--- src/core/vac_defines.vh ---
// constants for the video converter control block
`ifndef VAC_DEFINES_VH
`define VAC_DEFINES_VH
`define VAC_CTRL_ADDR      8'h00
`define VAC_STAT_ADDR      8'h04
`define VAC_FMT_LSB        0
`define VAC_SRC_LSB        2
`define VAC_CTRL_RESET     4'h2
`define VAC_FMT_TWOS       2'h0
`define VAC_FMT_HIZ        2'h1
`define VAC_FMT_BIN        2'h2
`define VAC_CUR_ZERO       3'h0
`define VAC_CUR_SRC_2U5    3'h1
`define VAC_CUR_SNK_2U5    3'h2
`define VAC_CUR_SRC_130U   3'h3
`define VAC_CUR_SRC_50U    3'h4
`define VAC_CUR_SNK_50U    3'h5
`define VAC_CLAMP_MID      8'h40
`define VAC_FULL_SCALE     8'hFF
`define VAC_MODE_ONE       2'h1
`define VAC_MODE_TWO       2'h2
`define VAC_MODE_NONE      2'h0
`endif

--- src/core/vac_top.v ---
// video converter control: gain/clamp steering, output format, source select
//
// The AHB-Lite slave port and the register offsets were left to the implementer.
`timescale 1ns/1ps
`default_nettype none
`include "vac_defines.vh"

module vac_fifo #(
    parameter WIDTH = 10,
    parameter DEPTH = 16,
    parameter AW    = 4
) (
    input  wire             clk,
    input  wire             rst,
    input  wire [WIDTH-1:0] in_data,
    input  wire             in_valid,
    output wire             in_ready,
    output wire [WIDTH-1:0] out_data,
    output wire             out_valid,
    input  wire             out_ready
);
    reg [WIDTH-1:0] mem [0:DEPTH-1];
    reg [AW:0]      wr_r;
    reg [AW:0]      rd_r;
    wire            full  = (wr_r[AW] != rd_r[AW]) && (wr_r[AW-1:0] == rd_r[AW-1:0]);
    wire            empty = (wr_r == rd_r);
    assign in_ready  = !full;
    assign out_valid = !empty;
    assign out_data  = mem[rd_r[AW-1:0]];
    always @(posedge clk)
    begin
        if (in_valid && !full)
            mem[wr_r[AW-1:0]] <= in_data;
    end
    always @(posedge clk)
    begin
        if (rst)
        begin
            wr_r <= {(AW+1){1'b0}};
            rd_r <= {(AW+1){1'b0}};
        end
        else
        begin
            if (in_valid && !full)
                wr_r <= wr_r + 1'b1;
            if (out_ready && !empty)
                rd_r <= rd_r + 1'b1;
        end
    end
endmodule // vac_fifo

module vac_top #(
    parameter FIFO_DEPTH = 16,
    parameter FIFO_AW    = 4
) (
    input  wire        SYS_CLK,
    input  wire        RST,
    input  wire        HSEL,
    input  wire [1:0]  HTRANS,
    input  wire        HWRITE,
    input  wire [2:0]  HSIZE,
    input  wire [7:0]  HADDR,
    input  wire [31:0] HWDATA,
    input  wire        HREADY,
    output reg  [31:0] HRDATA,
    output wire        HREADYOUT,
    output wire        HRESP,
    input  wire        GATE_A,
    input  wire        GATE_B,
    input  wire        SAMPLE_STROBE,
    input  wire [7:0]  CONV_CODE,
    input  wire        CONV_UNDER,
    input  wire        CONV_OVER,
    input  wire        SAMPLE_READY,
    output reg         SAMPLE_VALID,
    output reg  [7:0]  SAMPLE_BUS,
    output reg         SAMPLE_BUS_OE_N,
    output reg  [1:0]  VIDEO_SOURCE_SEL,
    output reg  [2:0]  GAIN_CORRECTION_CURRENT,
    output reg  [2:0]  CLAMP_CURRENT
);
    reg  [12:0] s1_r;
    reg  [12:0] s2_r;
    reg         strobe_d_r;
    reg  [3:0]  ctrl_r;
    reg  [9:0]  smp_r;
    reg         smp_ok_r;
    reg  [1:0]  mode_r;
    reg         a_seen_r;
    reg         gb_d_r;
    reg         wr_pend_r;
    reg  [7:0]  addr_r;
    reg  [9:0]  out_raw_r;
    wire        ga = s2_r[0];
    wire        gb = s2_r[1];
    wire        strobe_rise = s2_r[2] && !strobe_d_r;
    wire [1:0]  fmt = ctrl_r[`VAC_FMT_LSB+1:`VAC_FMT_LSB];
    wire        fifo_in_ready;
    wire        fifo_out_valid;
    wire [9:0]  fifo_out_data;
    wire        out_take = fmt != `VAC_FMT_HIZ && (!SAMPLE_VALID || SAMPLE_READY);
    wire        below0  = smp_r[9];
    wire        above0  = !smp_r[9] && (smp_r[8] || smp_r[7:0] != 8'h00);
    wire        above255 = smp_r[8];
    wire        below64 = smp_r[9] || (!smp_r[8] && smp_r[7:0] < `VAC_CLAMP_MID);
    wire        above64 = !smp_r[9] && (smp_r[8] || smp_r[7:0] > `VAC_CLAMP_MID);

    // saturate to the 8-bit code, then flip the msb for two's complement
    function [7:0] vac_code;
        input [9:0] raw;
        input [1:0] f;
        reg   [7:0] b;
        begin
            b = raw[9] ? 8'h00 : (raw[8] ? `VAC_FULL_SCALE : raw[7:0]);
            vac_code = (f == `VAC_FMT_TWOS) ? {~b[7], b[6:0]} : b;
        end
    endfunction

    assign HREADYOUT = 1'b1;
    assign HRESP     = 1'b0;

    // pins are async to SYS_CLK
    always @(posedge SYS_CLK)
    begin
        s1_r <= {CONV_OVER, CONV_UNDER, CONV_CODE, SAMPLE_STROBE, GATE_B, GATE_A};
        s2_r <= s1_r;
    end
    wire [12:0] s_cur = s2_r;

    // zero-wait slave; read data registered in the address phase
    always @(posedge SYS_CLK)
    begin
        if (RST)
        begin
            wr_pend_r <= 1'b0;
            addr_r    <= 8'h00;
            ctrl_r    <= `VAC_CTRL_RESET;
            HRDATA    <= 32'h0000_0000;
        end
        else
        begin
            if (wr_pend_r && addr_r == `VAC_CTRL_ADDR)
                ctrl_r <= HWDATA[3:0];
            if (HREADY)
            begin
                wr_pend_r <= HSEL && HTRANS[1] && HWRITE;
                addr_r    <= HADDR;
                if (HSEL && HTRANS[1] && !HWRITE)
                begin
                    case (HADDR)
                        `VAC_CTRL_ADDR: HRDATA <= {28'h0000000, ctrl_r};
                        `VAC_STAT_ADDR: HRDATA <= {12'h000, !fifo_out_valid,
                                            !fifo_in_ready, CLAMP_CURRENT,
                                            GAIN_CORRECTION_CURRENT, mode_r, smp_r};
                        default:        HRDATA <= 32'h0000_0000;
                    endcase
                end
                else
                    HRDATA <= 32'h0000_0000;
            end
            else
                wr_pend_r <= 1'b0;
        end
    end

    // sample register: underflow bit 9, overflow bit 8, code 7:0
    always @(posedge SYS_CLK)
    begin
        if (RST)
        begin
            strobe_d_r <= 1'b0;
            smp_r      <= 10'h000;
            smp_ok_r   <= 1'b0;
        end
        else
        begin
            strobe_d_r <= s_cur[2];
            smp_ok_r   <= 1'b0;
            // full fifo stalls capture; the converter cannot wait, so samples drop
            if (strobe_rise && fifo_in_ready)
            begin
                smp_r    <= {s_cur[11], s_cur[12], s_cur[10:3]};
                smp_ok_r <= 1'b1;
            end
        end
    end

    // mode tracking: both high is mode 1; A pulse followed by B pulse is mode 2
    always @(posedge SYS_CLK)
    begin
        if (RST)
        begin
            mode_r   <= `VAC_MODE_NONE;
            a_seen_r <= 1'b0;
            gb_d_r   <= 1'b0;
        end
        else
        begin
            gb_d_r <= gb;
            if (ga && gb)
            begin
                mode_r   <= `VAC_MODE_ONE;
                a_seen_r <= 1'b0;
            end
            else
            begin
                if (ga && !gb)
                    a_seen_r <= 1'b1;
                if (a_seen_r && gb && !gb_d_r && !ga)
                    mode_r <= `VAC_MODE_TWO;
            end
        end
    end

    // current steering from registered gates and sample
    always @(posedge SYS_CLK)
    begin
        if (RST)
        begin
            GAIN_CORRECTION_CURRENT <= `VAC_CUR_ZERO;
            CLAMP_CURRENT           <= `VAC_CUR_ZERO;
        end
        else
        begin
            GAIN_CORRECTION_CURRENT <= `VAC_CUR_ZERO;
            if (ga && gb)
                GAIN_CORRECTION_CURRENT <= above255 ? `VAC_CUR_SRC_130U
                                                    : `VAC_CUR_SNK_2U5;
            else if (mode_r == `VAC_MODE_TWO && ga && !gb)
            begin
                if (below0)
                    GAIN_CORRECTION_CURRENT <= `VAC_CUR_SRC_2U5;
                else if (above0)
                    GAIN_CORRECTION_CURRENT <= `VAC_CUR_SNK_2U5;
            end
            CLAMP_CURRENT <= `VAC_CUR_ZERO;
            if (ga && gb)
            begin
                if (below0)
                    CLAMP_CURRENT <= `VAC_CUR_SRC_130U;
                else if (above0)
                    CLAMP_CURRENT <= `VAC_CUR_SNK_2U5;
            end
            else if (mode_r == `VAC_MODE_TWO && !ga && gb)
            begin
                if (below64)
                    CLAMP_CURRENT <= `VAC_CUR_SRC_50U;
                else if (above64)
                    CLAMP_CURRENT <= `VAC_CUR_SNK_50U;
            end
        end
    end

    vac_fifo #(
        .WIDTH (10),
        .DEPTH (FIFO_DEPTH),
        .AW    (FIFO_AW)
    ) u_fifo (
        .clk       (SYS_CLK),
        .rst       (RST),
        .in_data   (smp_r),
        .in_valid  (smp_ok_r),
        .in_ready  (fifo_in_ready),
        .out_data  (fifo_out_data),
        .out_valid (fifo_out_valid),
        .out_ready (out_take)
    );

    // output stage; raw kept so a format change recodes the held word
    always @(posedge SYS_CLK)
    begin
        if (RST)
        begin
            SAMPLE_VALID     <= 1'b0;
            out_raw_r        <= 10'h000;
            SAMPLE_BUS       <= 8'h00;
            SAMPLE_BUS_OE_N  <= 1'b1;
            VIDEO_SOURCE_SEL <= 2'h0;
        end
        else
        begin
            SAMPLE_BUS_OE_N <= (fmt == `VAC_FMT_HIZ);
            VIDEO_SOURCE_SEL <= ctrl_r[`VAC_SRC_LSB+1] ? 2'h2
                              : {1'b0, ctrl_r[`VAC_SRC_LSB]};
            if (out_take)
            begin
                SAMPLE_VALID <= fifo_out_valid;
                if (fifo_out_valid)
                begin
                    out_raw_r  <= fifo_out_data;
                    SAMPLE_BUS <= vac_code(fifo_out_data, fmt);
                end
            end
            else if (fmt == `VAC_FMT_HIZ)
                SAMPLE_VALID <= 1'b0;
            else
                SAMPLE_BUS <= vac_code(out_raw_r, fmt);
        end
    end
endmodule // vac_top
`default_nettype wire

--- config.mk ---
export PLATFORM = sky130hd
export DESIGN_NAME = vac_top
export DESIGN_NICKNAME = d
export VERILOG_FILES = /design/src/core/vac_top.v
export VERILOG_INCLUDE_DIRS = /design/src /design/src/core
export SDC_FILE = /design/constraint.sdc
export NUM_CORES = 1
export LEC_CHECK = 0
export CORE_UTILIZATION = 35
export DETAILED_ROUTE_END_ITERATION = 7
export DONT_BUFFER_PORTS = 1
export HOLD_SLACK_MARGIN = 0.15
export SETUP_SLACK_MARGIN = 0.02
export SYNTH_ARGS = -nofsm -noshare
export SYNTH_HDL_FRONTEND = slang
export SYNTH_HIERARCHICAL = 1
export SYNTH_SLANG_ARGS = --single-unit
--- constraint.sdc ---
create_clock -name SYS_CLK -period 4 [get_ports SYS_CLK]
set_clock_uncertainty 0.2 [all_clocks]
set_input_delay 0.8 -clock SYS_CLK [delete_from_list [all_inputs] [get_ports SYS_CLK]]
set_output_delay 0.8 -clock SYS_CLK [all_outputs]
set_load 0.03 [all_outputs]
* Yosys cells after proc, flatten, opt, wreduce, memory -nomap -nowiden
Memory sizes are Yosys's and may differ from the RTL's. A register that Yosys moved wholly into a read port is not among the register bits.
Cells that the tools add are included.
** Word-level totals
- Output and inout bits :: 52
- Bits in writable memories :: 160
- Bits of input ports :: 64
- Memories :: 1
- Bits in registers :: 125
** Operators by class
- Eq/ne operators :: 9
- Reduce and logical (&&, ||, !) cells :: 47
- $add $sub $neg :: 2
- Multiplexer cells :: 31
- $lt $le $gt $ge :: 2
- Bitwise gates (word level) :: 4
** Memories
- u_fifo.mem :: depth 16, bits a word 10, rd ports 1, clocked after Yosys merged registers in 1, write ports 1, line vac_top.v:22 : reg [WIDTH-1:0] mem [0:DEPTH-1];
** Operators by type and width (number)
- 2-to-1 mux 8 bit :: 9
- one-hot mux 20 bit (2 select lines) :: 1
- 2-to-1 mux 32 bit :: 1
- logical AND 1 bit :: 22
- logical NOT 8 bit :: 2
- 2-to-1 mux 3 bit :: 5
- adder 5 x 1 -> 5 bit, second input constant :: 2
- logical NOT 1 bit :: 10
- 2-to-1 mux 2 bit :: 5
- equality test 8 x 3 -> 1 bit, second input constant :: 1
- greater-than comparator 8 x 7 -> 1 bit, second input constant :: 1
- < comparator 8 x 7 -> 1 bit, second input constant :: 1
- 2-to-1 mux 1 bit :: 8
- 2-to-1 mux 4 bit :: 2
- nonzero test 8 bit :: 1
- OR reduction 2 bit :: 3
- equality test 5 bit :: 1
- equality test 4 bit :: 1
- logical OR 1 bit :: 4
- inequality test 2 x 1 -> 1 bit, second input constant :: 2
- inverter 1 bit :: 4
- AND reduction 2 bit :: 2
- nonzero test 2 bit :: 2
- equality test 2 x 1 -> 1 bit, second input constant :: 1
- 4 further kinds :: 4

* Depth between registers and ports, before layout
- Depth in word-level cells :: 7
- Depth in mapped cells :: 10
- Gate-level depth less buffers :: 7

* Modules after synthesis
The synthesis kept the hierarchy.
** By module, submodules not included
- vac_fifo :: times used 1, cells each 326, area an instance 7046.8 µm², seq. area each 5084.9 µm²
- vac_top :: times used 1, cells each 365, area an instance 3616.0 µm², seq. area each 2021.9 µm²

* Worst setup path before layout
Ideal clock, no wire load.
- Path kind :: reg-to-reg
- Start point :: reg with a tool-made name
- End point :: reg SAMPLE_BUS[7]
- Cell stages (with the launch flop) :: 10
- Slack :: 1.099 ns
- Arrival :: 2.626 ns
- Clock period less this slack :: 2.901 ns
- Buffers on the path :: 3
- Cell sequence :: dfxtp_1 -> buf_6 -> buf_6 -> mux4_1 -> mux4_2 -> clkbuf_1 -> nor2_1 -> nor4_1 -> or4b_2 -> a31oi_1
** RTL lines
- end signal: assignment :: line vac_top.v:291 : SAMPLE_BUS <= vac_code(fifo_out_data, fmt);
- end signal: assignment :: line vac_top.v:297 : SAMPLE_BUS <= vac_code(out_raw_r, fmt);
- end: declaration :: line vac_top.v:76 : output reg [7:0] SAMPLE_BUS,

==> flow_metrics.tcl <==
set metrics [dict create \
    ir_drop_uv 399 \
    n_antenna_cell 0 \
    clk_pin_slew_ns 0.06 \
    post_drt_wl_per_cell_um 19.2 \
    hp-start "s1_r[1]" \
    synth_most_common_cell "edfxtp_1" \
    wirelength_mm 21.9 \
    syn_to_final_growth_pct 14.7 \
    start_util_pct 35.8 \
    holdPathStages 0 \
    status "complete, no violations" \
    power_per_cell_area_nw_per_um2 582 \
    coreArea_um2 29800 \
    seq_area_frac_synth_pct 66.7 \
    synthTopCellsByCount "edfxtp_1 (160), dfxtp_1 (115), nor2_1 (89), mux2i_1 (32), mux4_1 (31)" \
    end_kind "flop" \
    internal_power_uw 5200 \
    portBuffers 0 \
    synth_edf_count 160 \
    fin_area_um2 12200 \
    fin_tns_setup_ns 0 \
    cts-root-buf "clkbuf_16" \
    synth_top_cell_by_area "edfxtp_1" \
    r2r-end "SAMPLE_BUS[7]" \
    fp.dieW_um 177 \
    critPathKind "reg2reg" \
    cp_common_cell "mux4_2" \
    drt_iter0_drc 418 \
    fmax_mhz 302 \
    fin_crit_sh_pct 82.8 \
    reg2reg_slack_ns 0.69 \
    slowest_delay_ns 0.63 \
    async_flop_share_pct 0 \
    synthFlopType "edfxtp_1" \
    track_usage_pct 13.9 \
    dr.pass1.iters 5 \
    critPathMaxFanout 15 \
    rr_worst_depth 7 \
    critPathArrivalTime_ns 3.59 \
    grt_max_degree 66 \
    synthCells 691 \
    finalMaxSlewViolations 0 \
    hpwlAfterDp_mm 13.4 \
    tritoncts "built" \
    crit_buf_inv 1 \
    rows 63 \
    drc_errors 0 \
    routed_via_density 5.05 \
    finalSetupViolCount 0 \
    grt_pass1_wl_mm 32.9 \
    antenna_found_initial 0 \
    synth_area_um2 10700 \
    slowest_stage "dfxtp_2" \
    multi_input_area_um2 3250 \
    cts_resized 0 \
    die_h_um 177 \
    ios 116 \
    seq_area_um2 7110 \
    num_vias 5759 \
    min_to "s2_r[1]" \
    grt-ovfl-total 0 \
    grt_pass1_vias 5520 \
    cp_top_family "multiplexers" \
    clock_path_buffers 3 \
    p_switching_uw 1910 \
    die_area_um2 31200 \
    ant_nets 0 \
    clkPwrFrac_pct 36.7 \
    leakage_uw 0.00436 \
    crit_chain "buf_4 -> mux4_2 -> mux4_2 -> nor2_1 -> nor4_1 -> or4b_2 -> a31oi_1" \
    sw_frac_of_total_pct 26.8 \
    p_comb_share_pct 15.9 \
    worst_pin_slew_ns 1.01 \
    nFillCells 2717 \
    relSlewSlack_pct 32.4 \
    yosys_warnings 6 \
    final_hold_viol_count 0 \
    cts_num_sinks 275 \
    drv_cap 0 \
    dpl_cell_area_um2 11000 \
    worstPathRequired_ns 4.28 \
    pwr-share-seq_pct 47.4 \
    start_kind "flop" \
    htree_num_levels 1 \
    layout.nets 796 \
    clock_latency_ns 0.55 \
    ys_ff_latch 275 \
    rsz0062_at_grt "false" \
    period_minus_slack_ns 3.31 \
    hp-class "reg2reg" \
    synth_area_leaders "edfxtp_1 (45%), dfxtp_1 (22%), mux4_1 (7.6%)" \
    syn_area_per_cell_um2 15.4 \
    globalplace.congestion 0.797 \
    drive_gt1_share_pct 13.3 \
    ys_types 57 \
    cts_buffers 29 \
    synth_top_area_share_pct 45.1 \
]
-- layout make-up --
class | count | share of cell area [%]
flip-flops and latches | 275 | 58.1
clock buffers | 35 | 6.38
well taps | 390 | 3.99
inverters | 13 | 0.399
multi-input cells | 367 | 26.6
repair buffers | 41 | 3.19
clock inverters | 19 | 1.31
-- worst register-to-register path, cell delays in order, from the launching register on --
cell	delay, ns
dfxtp_2	0.63
buf_4	0.28
mux4_2	0.50
mux4_2	0.60
nor2_1	0.15
nor4_1	0.07
or4b_2	0.62
a31oi_1	0.19
-- cell families (layout without fill, tap and decap cells) --
kind of cell | after synthesis | after routing | share of synthesized area (%)
xor gates and xnor gates | 6 | 6 | 0.493
adders and majority gates | 5 | 5 | 0.587
DFF | 275 | 275 | 66.7
and+or+nand+nor | 178 | 178 | 8.51
other | 2 | 16 | 0.0704
muxes | 93 | 93 | 15.8
buffers and inverters | 63 | 108 | 3.34
AOI/OAI and AO/OA | 69 | 69 | 4.53
-- per-layer routing --
| metal | vias to the layer above | wire length (µm) | track usage [%] |
|---|---|---|---|
| li1 | 2679 | - | - |
| met2 | 139 | 10300 | 22.2 |
| met4 | 0 | 421 | 4.02 |
| met3 | 31 | 962 | 2.26 |
| met1 | 2910 | 10200 | 19.6 |
| met5 | - | 0 | 0 |
-- metrics by stage --
| stage | hold slack (ns) | instances | utilization, % | total power, µW | setup slack [ns] |
|---|---|---|---|---|---|
| 5_1_grt | 0.158 | 1140 | 41.0 | 7400 | 0.546 |
| 2_1_floorplan | 0.110 | 705 | - | 4270 | 1.10 |
| 3_3_place_gp | 0.111 | 1060 | 36.9 | 4520 | 0.760 |
| 6_report | 0.153 | 1140 | 41.0 | 7110 | 0.689 |
| 4_1_cts | 0.157 | 1140 | 41.0 | 7180 | 0.690 |
| 3_5_place_dp | 0.112 | 1060 | 36.9 | 4530 | 0.709 |
-- layout by cell type, fill, tap and decap left out, drive strengths merged, types with 4 or more instances in the layout --
| cell | n |
|---|---|
| ha | 5 |
| clkinv | 11 |
| mux4 | 50 |
| xnor2 | 5 |
| edfxtp | 160 |
| buf | 16 |
| nor2b | 26 |
| and3 | 16 |
| a21oi | 29 |
| o32a | 7 |
| dfxtp | 115 |
| nor2 | 89 |
| nand2 | 8 |
| o21ai | 5 |
| inv | 15 |
| nand2b | 8 |
| nand3 | 4 |
| conb | 16 |
| dlygate4sd3 | 25 |
| nor3 | 4 |
| nor4 | 5 |
| clkinvlp | 4 |
| mux2i | 32 |
| a211oi | 10 |
| mux2 | 11 |
| o311ai | 4 |
| clkbuf | 35 |
-- state kept, by name, summed over array words and instances (netlist names), 2 cells and up, named ones only --
register and cells:
u_fifo/rd_r 5, addr_r 8, s1_r 13, ctrl_r 4, HRDATA 19, smp_r 10
CLAMP_CURRENT 3, s2_r 13, SAMPLE_BUS 8, VIDEO_SOURCE_SEL 2, u_fifo/wr_r 5, mode_r 2
u_fifo/mem 160, out_raw_r 10, GAIN_CORRECTION_CURRENT 2
-- worst max path at each step --
stage | start | to | slack, ns | cells after the start
final | flop | SAMPLE_BUS[7] | 0.69 | 7
after global routing | flop | SAMPLE_BUS[7] | 0.55 | 7
after CTS | flop | SAMPLE_BUS[7] | 0.69 | 7
after detailed placement | flop | SAMPLE_BUS[7] | 0.71 | 7
after global placement | flop | SAMPLE_BUS[7] | 0.76 | 7
after floorplan | flop | SAMPLE_BUS[7] | 1.10 | 9
-- power by group through the flow --
stage / Combinational, µW / Clock (µW) / Sequential [µW]
after detailed placement: 1100 / 0 / 3430
final: 1130 / 2610 / 3370
after floorplan: 941 / 0 / 3330
after global placement: 1090 / 0 / 3430
after global routing: 1230 / 2780 / 3390
after CTS: 1130 / 2670 / 3370
-- repair_timing --
item                                    CTS  global route
setup buffers                             0             0
endpoints found under the hold margin    90             0
hold buffers                             26             0
endpoints found under the setup margin    0             0
(Power assumes the default switching activity.)
